`src/adc_seq_pkg.sv`:
```
// constants for the converter sequencer: timing counts, control word layout
// assumes a 100 MHz system clock and a master conversion clock derived from it
package adc_seq_pkg;
    // clock rates, as periods in ns
    localparam int CLK_PERIOD_NS = 10;
    localparam int MCLK_PERIOD_NS = 250;
    localparam int MCLK_DIV = MCLK_PERIOD_NS / CLK_PERIOD_NS;
    localparam logic [4:0] MCLK_DIV_LAST = 5'(MCLK_DIV - 1);

    // sequence lengths in master clock periods
    localparam logic [16:0] CONV_MCLK = 17'h00012;
    localparam int CAL_FULL_MCLK = 125013;
    localparam int CAL_DAC_FS_MCLK = 111124;
    localparam int CAL_OFFSET_MCLK = 13889;

    // result valid before busy falls: half a master period, least, rounded up
    localparam int HALF_MCLK_NS = MCLK_PERIOD_NS / 2;
    localparam int HALF_CYC = (HALF_MCLK_NS + CLK_PERIOD_NS - 1) / CLK_PERIOD_NS;
    localparam logic [4:0] HALF_CYC_LAST = 5'(HALF_CYC - 1);
    // busy rise after chip select rises: 2.5 master periods, longest, rounded down
    localparam int BUSY_RISE_NS = (MCLK_PERIOD_NS * 5) / 2;
    localparam int BUSY_RISE_CYC = BUSY_RISE_NS / CLK_PERIOD_NS;

    // control word written over the data bus
    localparam int CTL_CHAN_LSB = 0;
    localparam int CTL_CAL_LSB = 3;
    localparam int CTL_CAL_GO = 5;

    // result word layout in the fifo
    localparam int RES_WIDTH = 16;
    localparam int RES_DEPTH = 16;
    localparam logic [11:0] OFFSET_RST = 12'h000;

    typedef enum logic [1:0] {
        CAL_NONE = 2'h0,
        CAL_FULL = 2'h1,
        CAL_DAC_FS = 2'h2,
        CAL_OFFSET = 2'h3
    } cal_kind_t;
endpackage

```
`src/result_fifo.sv`:
```
// result buffer between the converter and the parallel read port
// assumes one clock and a synchronous active-high reset
`timescale 1ns/10ps
`default_nettype none
module result_fifo #(
    parameter int WIDTH = 16,
    parameter int DEPTH = 16
) (
    input wire logic clock,
    input wire logic sys_rst,
    input wire logic in_valid,
    output logic in_ready,
    input wire logic [WIDTH-1:0] in_data,
    output logic out_valid,
    input wire logic out_ready,
    output logic [WIDTH-1:0] out_data
);
    localparam int AW = $clog2(DEPTH);

    logic [WIDTH-1:0] mem_ff [DEPTH];
    logic [AW:0] wr_ptr_ff;
    logic [AW:0] rd_ptr_ff;
    logic [AW:0] nxt_wr_ptr;
    logic [AW:0] nxt_rd_ptr;
    logic push;
    logic pop;

    // full when pointers differ only in the wrap bit
    assign in_ready = !((wr_ptr_ff[AW] != rd_ptr_ff[AW]) &&
                        (wr_ptr_ff[AW-1:0] == rd_ptr_ff[AW-1:0]));
    assign out_valid = (wr_ptr_ff != rd_ptr_ff);
    assign push = in_valid && in_ready;
    assign pop = out_valid && out_ready;
    assign out_data = mem_ff[rd_ptr_ff[AW-1:0]];

    always_comb
    begin
        nxt_wr_ptr = push ? wr_ptr_ff + 1'b1 : wr_ptr_ff;
        nxt_rd_ptr = pop ? rd_ptr_ff + 1'b1 : rd_ptr_ff;
    end

    // storage has no reset; only the pointers need a defined start
    always_ff @(posedge clock)
    begin
        if (push)
        begin
            mem_ff[wr_ptr_ff[AW-1:0]] <= in_data;
        end
        if (sys_rst)
        begin
            wr_ptr_ff <= '0;
            rd_ptr_ff <= '0;
        end
        else
        begin
            wr_ptr_ff <= nxt_wr_ptr;
            rd_ptr_ff <= nxt_rd_ptr;
        end
    end
endmodule
`default_nettype wire

```
`src/adc_sequencer.sv`:
```
// conversion and calibration sequencer with a parallel host port
// assumes pins arrive asynchronously and adc_code comes from on-chip logic
`timescale 1ns/10ps
`default_nettype none
// What this block does
// - a conversion finishes exactly 18 master clock periods after it starts
// - full self-calibration keeps the device busy for 125013 master periods
// - dac plus system full-scale calibration takes 111124 master periods
// - offset calibration takes 13889 periods, then corrects every later result
// - busy rises within 2.5 master periods of chip select rising for calibration
// - new result sits in the result buffer half a period before busy falls
module adc_sequencer
    import adc_seq_pkg::*;
#(
    parameter logic [16:0] CAL_FULL_LEN = 17'(CAL_FULL_MCLK),
    parameter logic [16:0] CAL_DAC_FS_LEN = 17'(CAL_DAC_FS_MCLK),
    parameter logic [16:0] CAL_OFFSET_LEN = 17'(CAL_OFFSET_MCLK)
) (
    input wire logic clock,
    input wire logic sys_rst,
    input wire logic sample_trigger_n,
    input wire logic cs_n,
    input wire logic rd_n,
    input wire logic wr_n,
    input wire logic upper_byte_select,
    input wire logic [15:0] db_in,
    output logic [15:0] db_out,
    output logic db_oe_n,
    output logic busy,
    output logic [2:0] channel_select,
    input wire logic [11:0] adc_code
);
    typedef enum {ST_IDLE, ST_CONV, ST_CAL, ST_SETTLE} seq_state_t;

    // pin synchronisers: trigger, cs, rd, wr, byte select, then data bus
    logic [20:0] pin_meta_ff;
    logic [20:0] pin_sync_ff;
    logic [20:0] pin_prev_ff;
    logic trig_s;
    logic cs_s;
    logic rd_s;
    logic wr_s;
    logic ubs_s;
    logic [15:0] db_s;

    always_ff @(posedge clock)
    begin
        if (sys_rst)
        begin
            pin_meta_ff <= 21'h00000f;
            pin_sync_ff <= 21'h00000f;
            pin_prev_ff <= 21'h00000f;
        end
        else
        begin
            pin_meta_ff <= {db_in, upper_byte_select, wr_n, rd_n, cs_n, sample_trigger_n};
            pin_sync_ff <= pin_meta_ff;
            pin_prev_ff <= pin_sync_ff;
        end
    end

    assign trig_s = pin_sync_ff[0];
    assign cs_s = pin_sync_ff[1];
    assign rd_s = pin_sync_ff[2];
    assign wr_s = pin_sync_ff[3];
    assign ubs_s = pin_sync_ff[4];
    assign db_s = pin_sync_ff[20:5];

    // edge events on the synchronised pins
    logic trig_fall;
    logic cs_rise;
    logic rd_fall;
    logic rd_rise;
    logic wr_rise;
    assign trig_fall = pin_prev_ff[0] && !trig_s;
    assign cs_rise = !pin_prev_ff[1] && cs_s;
    assign rd_fall = pin_prev_ff[2] && !rd_s && !cs_s;
    assign rd_rise = !pin_prev_ff[2] && rd_s;
    assign wr_rise = !pin_prev_ff[3] && wr_s && !cs_s;

    // control word: channel, calibration kind and pending start
    logic [2:0] chan_ff;
    logic [2:0] nxt_chan;
    cal_kind_t cal_kind_ff;
    cal_kind_t nxt_cal_kind;
    logic cal_pend_ff;
    logic nxt_cal_pend;
    logic cal_start;

    // calibration only launches on cs rising, so the host can finish its write
    assign cal_start = cal_pend_ff && cs_rise;

    always_comb
    begin
        nxt_chan = chan_ff;
        nxt_cal_kind = cal_kind_ff;
        nxt_cal_pend = cal_pend_ff;
        if (cal_start)
        begin
            nxt_cal_pend = 1'b0;
        end
        if (wr_rise)
        begin
            nxt_chan = db_s[CTL_CHAN_LSB +: 3];
            nxt_cal_kind = cal_kind_t'(db_s[CTL_CAL_LSB +: 2]);
            nxt_cal_pend = db_s[CTL_CAL_GO] && (db_s[CTL_CAL_LSB +: 2] != 2'h0);
        end
    end

    always_ff @(posedge clock)
    begin
        if (sys_rst)
        begin
            chan_ff <= 3'h0;
            cal_kind_ff <= CAL_NONE;
            cal_pend_ff <= 1'b0;
        end
        else
        begin
            chan_ff <= nxt_chan;
            cal_kind_ff <= nxt_cal_kind;
            cal_pend_ff <= nxt_cal_pend;
        end
    end

    assign channel_select = chan_ff;

    // sequence state, master clock divider and period counter
    seq_state_t state_ff;
    seq_state_t nxt_state;
    logic [4:0] div_ff;
    logic [4:0] nxt_div;
    logic [16:0] per_ff;
    logic [16:0] nxt_per;
    logic [16:0] len_ff;
    logic [16:0] nxt_len;
    logic [4:0] settle_ff;
    logic [4:0] nxt_settle;
    logic [11:0] offset_ff;
    logic [11:0] nxt_offset;
    logic busy_ff;
    logic nxt_busy;
    logic mclk_tick;
    logic res_valid;
    logic res_ready;
    logic [15:0] res_data;
    logic conv_start;

    // divider restarts with each sequence so period counts line up exactly
    assign mclk_tick = (div_ff == MCLK_DIV_LAST);
    // no new conversion while the buffer is full: back-pressure stalls sampling
    assign conv_start = trig_fall && res_ready;

    // offset correction applies to every result after an offset calibration
    assign res_data = {1'b0, chan_ff, adc_code - offset_ff};
    assign res_valid = (state_ff == ST_CONV) && mclk_tick && (per_ff == CONV_MCLK - 17'h1);

    function automatic logic [16:0] cal_length(input cal_kind_t kind);
        unique case (kind)
            CAL_FULL: cal_length = CAL_FULL_LEN;
            CAL_DAC_FS: cal_length = CAL_DAC_FS_LEN;
            CAL_OFFSET: cal_length = CAL_OFFSET_LEN;
            CAL_NONE: cal_length = 17'h00001;
        endcase
    endfunction

    always_comb
    begin
        nxt_state = state_ff;
        nxt_div = mclk_tick ? 5'h00 : div_ff + 5'h01;
        nxt_per = mclk_tick ? per_ff + 17'h1 : per_ff;
        nxt_len = len_ff;
        nxt_settle = settle_ff;
        nxt_offset = offset_ff;
        nxt_busy = busy_ff;
        unique case (state_ff)
            ST_IDLE:
            begin
                nxt_div = 5'h00;
                nxt_per = 17'h0;
                if (cal_start)
                begin
                    nxt_state = ST_CAL;
                    nxt_len = cal_length(cal_kind_ff);
                    nxt_busy = 1'b1;
                end
                else if (conv_start)
                begin
                    nxt_state = ST_CONV;
                    nxt_busy = 1'b1;
                end
            end
            ST_CONV:
            begin
                // result goes into the buffer on the 18th period
                if (res_valid)
                begin
                    nxt_state = ST_SETTLE;
                    nxt_settle = 5'h00;
                end
            end
            ST_CAL:
            begin
                if (mclk_tick && (per_ff == len_ff - 17'h1))
                begin
                    nxt_state = ST_IDLE;
                    nxt_busy = 1'b0;
                    if (cal_kind_ff == CAL_OFFSET)
                    begin
                        nxt_offset = adc_code;
                    end
                end
            end
            ST_SETTLE:
            begin
                // busy holds a half master period after the result lands
                nxt_settle = settle_ff + 5'h01;
                if (settle_ff == HALF_CYC_LAST)
                begin
                    nxt_state = ST_IDLE;
                    nxt_busy = 1'b0;
                end
            end
        endcase
    end

    always_ff @(posedge clock)
    begin
        if (sys_rst)
        begin
            state_ff <= ST_IDLE;
            div_ff <= 5'h00;
            per_ff <= 17'h0;
            len_ff <= 17'h0;
            settle_ff <= 5'h00;
            offset_ff <= OFFSET_RST;
            busy_ff <= 1'b0;
        end
        else
        begin
            state_ff <= nxt_state;
            div_ff <= nxt_div;
            per_ff <= nxt_per;
            len_ff <= nxt_len;
            settle_ff <= nxt_settle;
            offset_ff <= nxt_offset;
            busy_ff <= nxt_busy;
        end
    end

    assign busy = busy_ff;

    // result buffer; the read port pops one word per low byte read strobe
    logic head_valid;
    logic [15:0] head_data;
    logic pop;

    result_fifo #(
        .WIDTH(RES_WIDTH),
        .DEPTH(RES_DEPTH)
    ) u_fifo (
        .clock(clock),
        .sys_rst(sys_rst),
        .in_valid(res_valid),
        .in_ready(res_ready),
        .in_data(res_data),
        .out_valid(head_valid),
        .out_ready(pop),
        .out_data(head_data)
    );

    // read port: drive on rd fall, pop on rd rise only for the low byte read
    logic [15:0] dout_ff;
    logic [15:0] nxt_dout;
    logic oe_n_ff;
    logic nxt_oe_n;
    assign pop = rd_rise && !oe_n_ff && head_valid && !pin_prev_ff[4];

    always_comb
    begin
        nxt_dout = dout_ff;
        nxt_oe_n = oe_n_ff;
        if (rd_fall)
        begin
            nxt_oe_n = 1'b0;
            nxt_dout = ubs_s ? {8'h00, head_data[15:8]} : head_data;
        end
        else if (rd_s || cs_s)
        begin
            nxt_oe_n = 1'b1;
        end
    end

    always_ff @(posedge clock)
    begin
        if (sys_rst)
        begin
            dout_ff <= 16'h0000;
            oe_n_ff <= 1'b1;
        end
        else
        begin
            dout_ff <= nxt_dout;
            oe_n_ff <= nxt_oe_n;
        end
    end

    assign db_out = dout_ff;
    assign db_oe_n = oe_n_ff;

    // helper: cycles since busy rose, for length checks
    logic [21:0] busy_len_ff;
    always_ff @(posedge clock)
    begin
        if (sys_rst || !busy_ff)
        begin
            busy_len_ff <= 22'h0;
        end
        else
        begin
            busy_len_ff <= busy_len_ff + 22'h1;
        end
    end

    localparam int CONV_CYC = 18 * MCLK_DIV;

    a_conv_length: assert property (@(posedge clock) disable iff (sys_rst)
        res_valid |-> busy_len_ff == 22'(CONV_CYC - 1))
        else $error("conversion result not at 18 master periods");
    a_cal_length: assert property (@(posedge clock) disable iff (sys_rst)
        $fell(busy) && $past(state_ff) == ST_CAL |->
        $past(busy_len_ff) == 22'(int'($past(len_ff)) * MCLK_DIV - 1))
        else $error("calibration length wrong");
    a_offset_kept: assert property (@(posedge clock) disable iff (sys_rst)
        !(state_ff == ST_CAL && cal_kind_ff == CAL_OFFSET) |=> $stable(offset_ff))
        else $error("offset correction changed outside offset calibration");
    a_offset_load: assert property (@(posedge clock) disable iff (sys_rst)
        state_ff == ST_CAL && cal_kind_ff == CAL_OFFSET && nxt_state == ST_IDLE |=>
        offset_ff == $past(adc_code))
        else $error("offset not captured after offset calibration");
    a_busy_rise: assert property (@(posedge clock) disable iff (sys_rst)
        cal_pend_ff && cs_rise |-> ##[1:3] busy)
        else $error("busy late after chip select rise");
    a_result_lead: assert property (@(posedge clock) disable iff (sys_rst)
        res_valid |=> busy [*8] ##1 busy [*5] ##1 !busy)
        else $error("busy fell too soon after result");
    a_busy_hold: assert property (@(posedge clock) disable iff (sys_rst)
        busy == (state_ff != ST_IDLE))
        else $error("busy does not match sequence activity");
    a_no_overflow: assert property (@(posedge clock) disable iff (sys_rst)
        trig_fall && !res_ready && !cal_start && state_ff == ST_IDLE |=> state_ff == ST_IDLE)
        else $error("conversion started into a full buffer");

    c_conversion: cover property (@(posedge clock) disable iff (sys_rst)
        res_valid ##14 !busy);
    c_offset_cal: cover property (@(posedge clock) disable iff (sys_rst)
        state_ff == ST_CAL && cal_kind_ff == CAL_OFFSET ##1 state_ff == ST_IDLE);
    c_full_buffer: cover property (@(posedge clock) disable iff (sys_rst) !res_ready);
    c_read: cover property (@(posedge clock) disable iff (sys_rst) pop);
endmodule
`default_nettype wire

```
`config.mk`:
```
export PLATFORM = sky130hd
export DESIGN_NAME = adc_sequencer
export DESIGN_NICKNAME = d
export VERILOG_FILES = /design/src/adc_seq_pkg.sv /design/src/result_fifo.sv /design/src/adc_sequencer.sv
export SDC_FILE = /design/constraint.sdc
export NUM_CORES = 1
export LEC_CHECK = 0
export ABC_AREA = 1
export BUFFER_PORTS_ARGS = -buffer_cell sky130_fd_sc_hd__buf_2
export CORE_ASPECT_RATIO = 0.9
export CORE_MARGIN = 1.5
export CORE_UTILIZATION = 56
export CTS_CLUSTER_SIZE = 30
export DETAILED_ROUTE_END_ITERATION = 12
export PLACE_DENSITY = 0.76
export RECOVER_POWER = 50
export SETUP_SLACK_MARGIN = 0.05
export SYNTH_ARGS = -nofsm -noshare
export SYNTH_HDL_FRONTEND = slang
export SYNTH_SLANG_ARGS = --single-unit
```
`constraint.sdc`:
```
create_clock -name clock -period 3 [get_ports clock]
set_clock_uncertainty 0.2 [all_clocks]
set_input_delay 0.3 -clock clock [delete_from_list [all_inputs] [get_ports clock]]
set_output_delay 0.3 -clock clock [all_outputs]
set_load 0.005 [all_outputs]
```
==> impl_results.md <==
* Status: complete, no violations
* Wl on met1 at 14700 um
* DRC at 0
* Clk buf depth at 3
* Post-Layout Cell Count at 1899
* GRT Residual Overflow at 0
* Critical path endpoint category: register
* LEAKAGE at 6.28 nW
* Die height at 157 um
* Cell Area, Synth at 14800 um2
* Final Hold Vio Count at 0
* Layout Nets at 1596
* Area contributors post-synth: edfxtp_1, dfxtp_1, nor2_1, o21ai_0, nand2_1
* Max-cap violations at 0
* Seq cells post-synth at 352
* CTS Sinks at 352
* GRT Overall Usage at 0.253
* Synth warn at 0
* HP Class: register to register
* Layout cells sized above 1 at 0.0948
* Hold_sp: pin_meta_ff[6]
* Skew-Pair Late Insertion Delay at 510 ps
* Final min period at 2770 ps
* Register area at 9450 um2
* PnR Total Power at 10.0 mW
* Primary FF master, synth: edfxtp_1
* Placer Congestion at 0.869
* Drt first pass iters at 7
* Number of DRC markers in iteration 0 at 1267
* Post-synth top cells: edfxtp_1, nor2_1, o21ai_0
* # diodes at 0
* Core Area at 26000 um2
* CP startpoint kind: register
* Arrival @ worst endpoint at 3030 ps
* Via/cell ratio at 5.70
* Most common cell in the synthesized netlist: edfxtp_1
* DIE WIDTH at 174 um
* Post-synth cell types at 44
* Crit path max fanout at 71
* Fin worst setup slack at 235 ps
* Crit Path Class: register to register
* CTS tree: yes
* Top sig layer: met4
* Clock root buffer: clkbuf_16
* P per Cell Area at 593 nW/um2
* RSZ-0062 raised after global routing: false
* Max Slew Vio Count at 0
* Sequential area share after synthesis at 0.640
* Die ar. at 27400 um2
* Yosys top cell by area: edfxtp_1
* Synthesis-to-finish area growth at 14.3%
* H-tree levels at 2
* Slew HR at 0.152
* Met3 WL post-DR at 2520 um
* Slew @ Worst Pin at 1270 ps
* Synth top area share at 0.488
* Syn Nets at 1497
* EDFF count, synth at 240
* Maximum vdd drop at 0.000420 V
* Final setup violation count at 0
* Hold slack at 203 ps
* Row cnt at 56
* Final wirelength at 34600 um
* Placed Cells at 1811
* Initial core utilization at 0.568
* Setup slack at placement at -314 ps
* Gate Count Post-Synth at 1428
* IO buf count at 44
* Fmax at 362 MHz
* Area of the multi-input gates at 4610 um2
* Synth Area per Inst at 10.3 um2
* Tcrit/Tclk final at 0.922
* Total CTS buffers at 35
* Met2 WL at 16400 um
* Asr flop ratio synth at 0
* CTS clk-pin slew, worst paths at 60 ps
* WL/cell at 18.2 um
* Post-route ant nets at 0
* Vias in the first global route at 10300
* DR vias at 10800
* Worst EP required at 3260 ps
* Post-DP HPWL at 20700 um
* First-pass GRT wire length at 53700 um
* Fillers at 1944
* Largest net degree at the start of global routing at 72
* Initial antenna violation count at 0
* IO Count at 56
placed cells by master (no fill, tap or decap), types with 17 or more instances in the layout:
| cell | Yosys | layout |
|---|---|---|
| o221ai_1 | 33 | 33 |
| nor2_1 | 235 | 233 |
| a21oi_1 | 68 | 68 |
| o22ai_1 | 20 | 20 |
| nor3_1 | 17 | 17 |
| buf_4 | 4 | 36 |
| o21ai_0 | 164 | 165 |
| o211ai_1 | 18 | 18 |
| ha_1 | 33 | 33 |
| clkbuf_16 | 0 | 35 |
| buf_2 | 7 | 24 |
| dlygate4sd3_1 | 0 | 26 |
| nand3_1 | 49 | 49 |
| edfxtp_1 | 240 | 240 |
| dfxtp_1 | 112 | 110 |
| nand2_1 | 162 | 162 |
| inv_1 | 120 | 120 |
| clkbuf_1 | 48 | 44 |
worst max-delay path, cell delays in order, from the launching register on:
cell and delay (ps):
dfxtp_4 430, inv_1 110, buf_4 570, o21ai_0 180, o22ai_1 240, o21ai_0 170, o22ai_1 430, nand2_1 90
nand3_1 90, nand2_1 50, inv_1 70
power breakdown:
group	internal (mW)	leakage, nW	switching, mW
sequential	5.26	3.18	0.0269
clock	2.37	0.508	1.76
combinational	0.199	2.60	0.390
metal layers:
| layer | up-vias | track usage |
|---|---|---|
| met3 | 72 | 0.0331 |
| met4 | 0 | 0.0870 |
| li1 | 5153 | - |
| met5 | - | 0 |
| met1 | 5166 | 0.346 |
| met2 | 428 | 0.421 |
worst paths after layout:
path	end	slack (ps)	cells after the start
worst min register to register	pin_sync_ff[6]	200	2
worst max-delay path	db_out[2]	230	10
worst max register to register	db_out[2]	230	10
worst min-delay path	pin_sync_ff[6]	200	2
per-stage QoR:
stage | setup TNS, ps | area [um2] | util
6_report | 0 | 16900 | 0.650
5_1_grt | 0 | 16900 | 0.650
4_1_cts | 0 | 16900 | 0.652
3_5_place_dp | -5010 | 15600 | 0.601
3_3_place_gp | -2050 | 15600 | 0.601
2_1_floorplan | 0 | 14800 | -
flip-flops by register name, summed over array words and instances (netlist names), named ones only:
register and count:
busy 1, cal_kind_ff 2, cal_pend_ff 1, channel_select 3
db_oe_n 1, db_out 15, div_ff 5, len_ff 7
offset_ff 12, per_ff 17, pin_meta_ff 11, pin_prev_ff 5
pin_sync_ff 11, settle_ff 5, state_ff 2, u_fifo.mem_ff 240
u_fifo.rd_ptr_ff 5, u_fifo.wr_ptr_ff 5
logic make-up (layout without fill, tap and decap cells):
kind of cell               after synthesis  in the layout  synth area share
and+or+nand+nor                        508            508             0.145
DFF                                    352            352             0.640
AOI/OAI and AO/OA                      327            327             0.126
buffers and inverters                  189            312            0.0501
adders and majority gates               34             34            0.0293
xor gates and xnor gates                17             17            0.0101
other                                    1              1          0.000254
repair_timing:
item / in CTS / in global routing
pin swaps: 0 / 1
resized for setup: 1 / 4
setup buffers: 0 / 1
endpoints found under the hold margin: 31 / 0
setup endpoints to repair: 16 / 53
hold buffers: 26 / 0
area by class of cell:
cell class              count  share of cell area
flip-flops and latches    352               0.560
multi-input cells         887               0.273
clock buffers              51              0.0562
repair buffers            125              0.0508
inverters                 126              0.0280
well taps                 348              0.0258
clock inverters            10             0.00630
No activity file was read; power rests on OpenSTA's default activity.
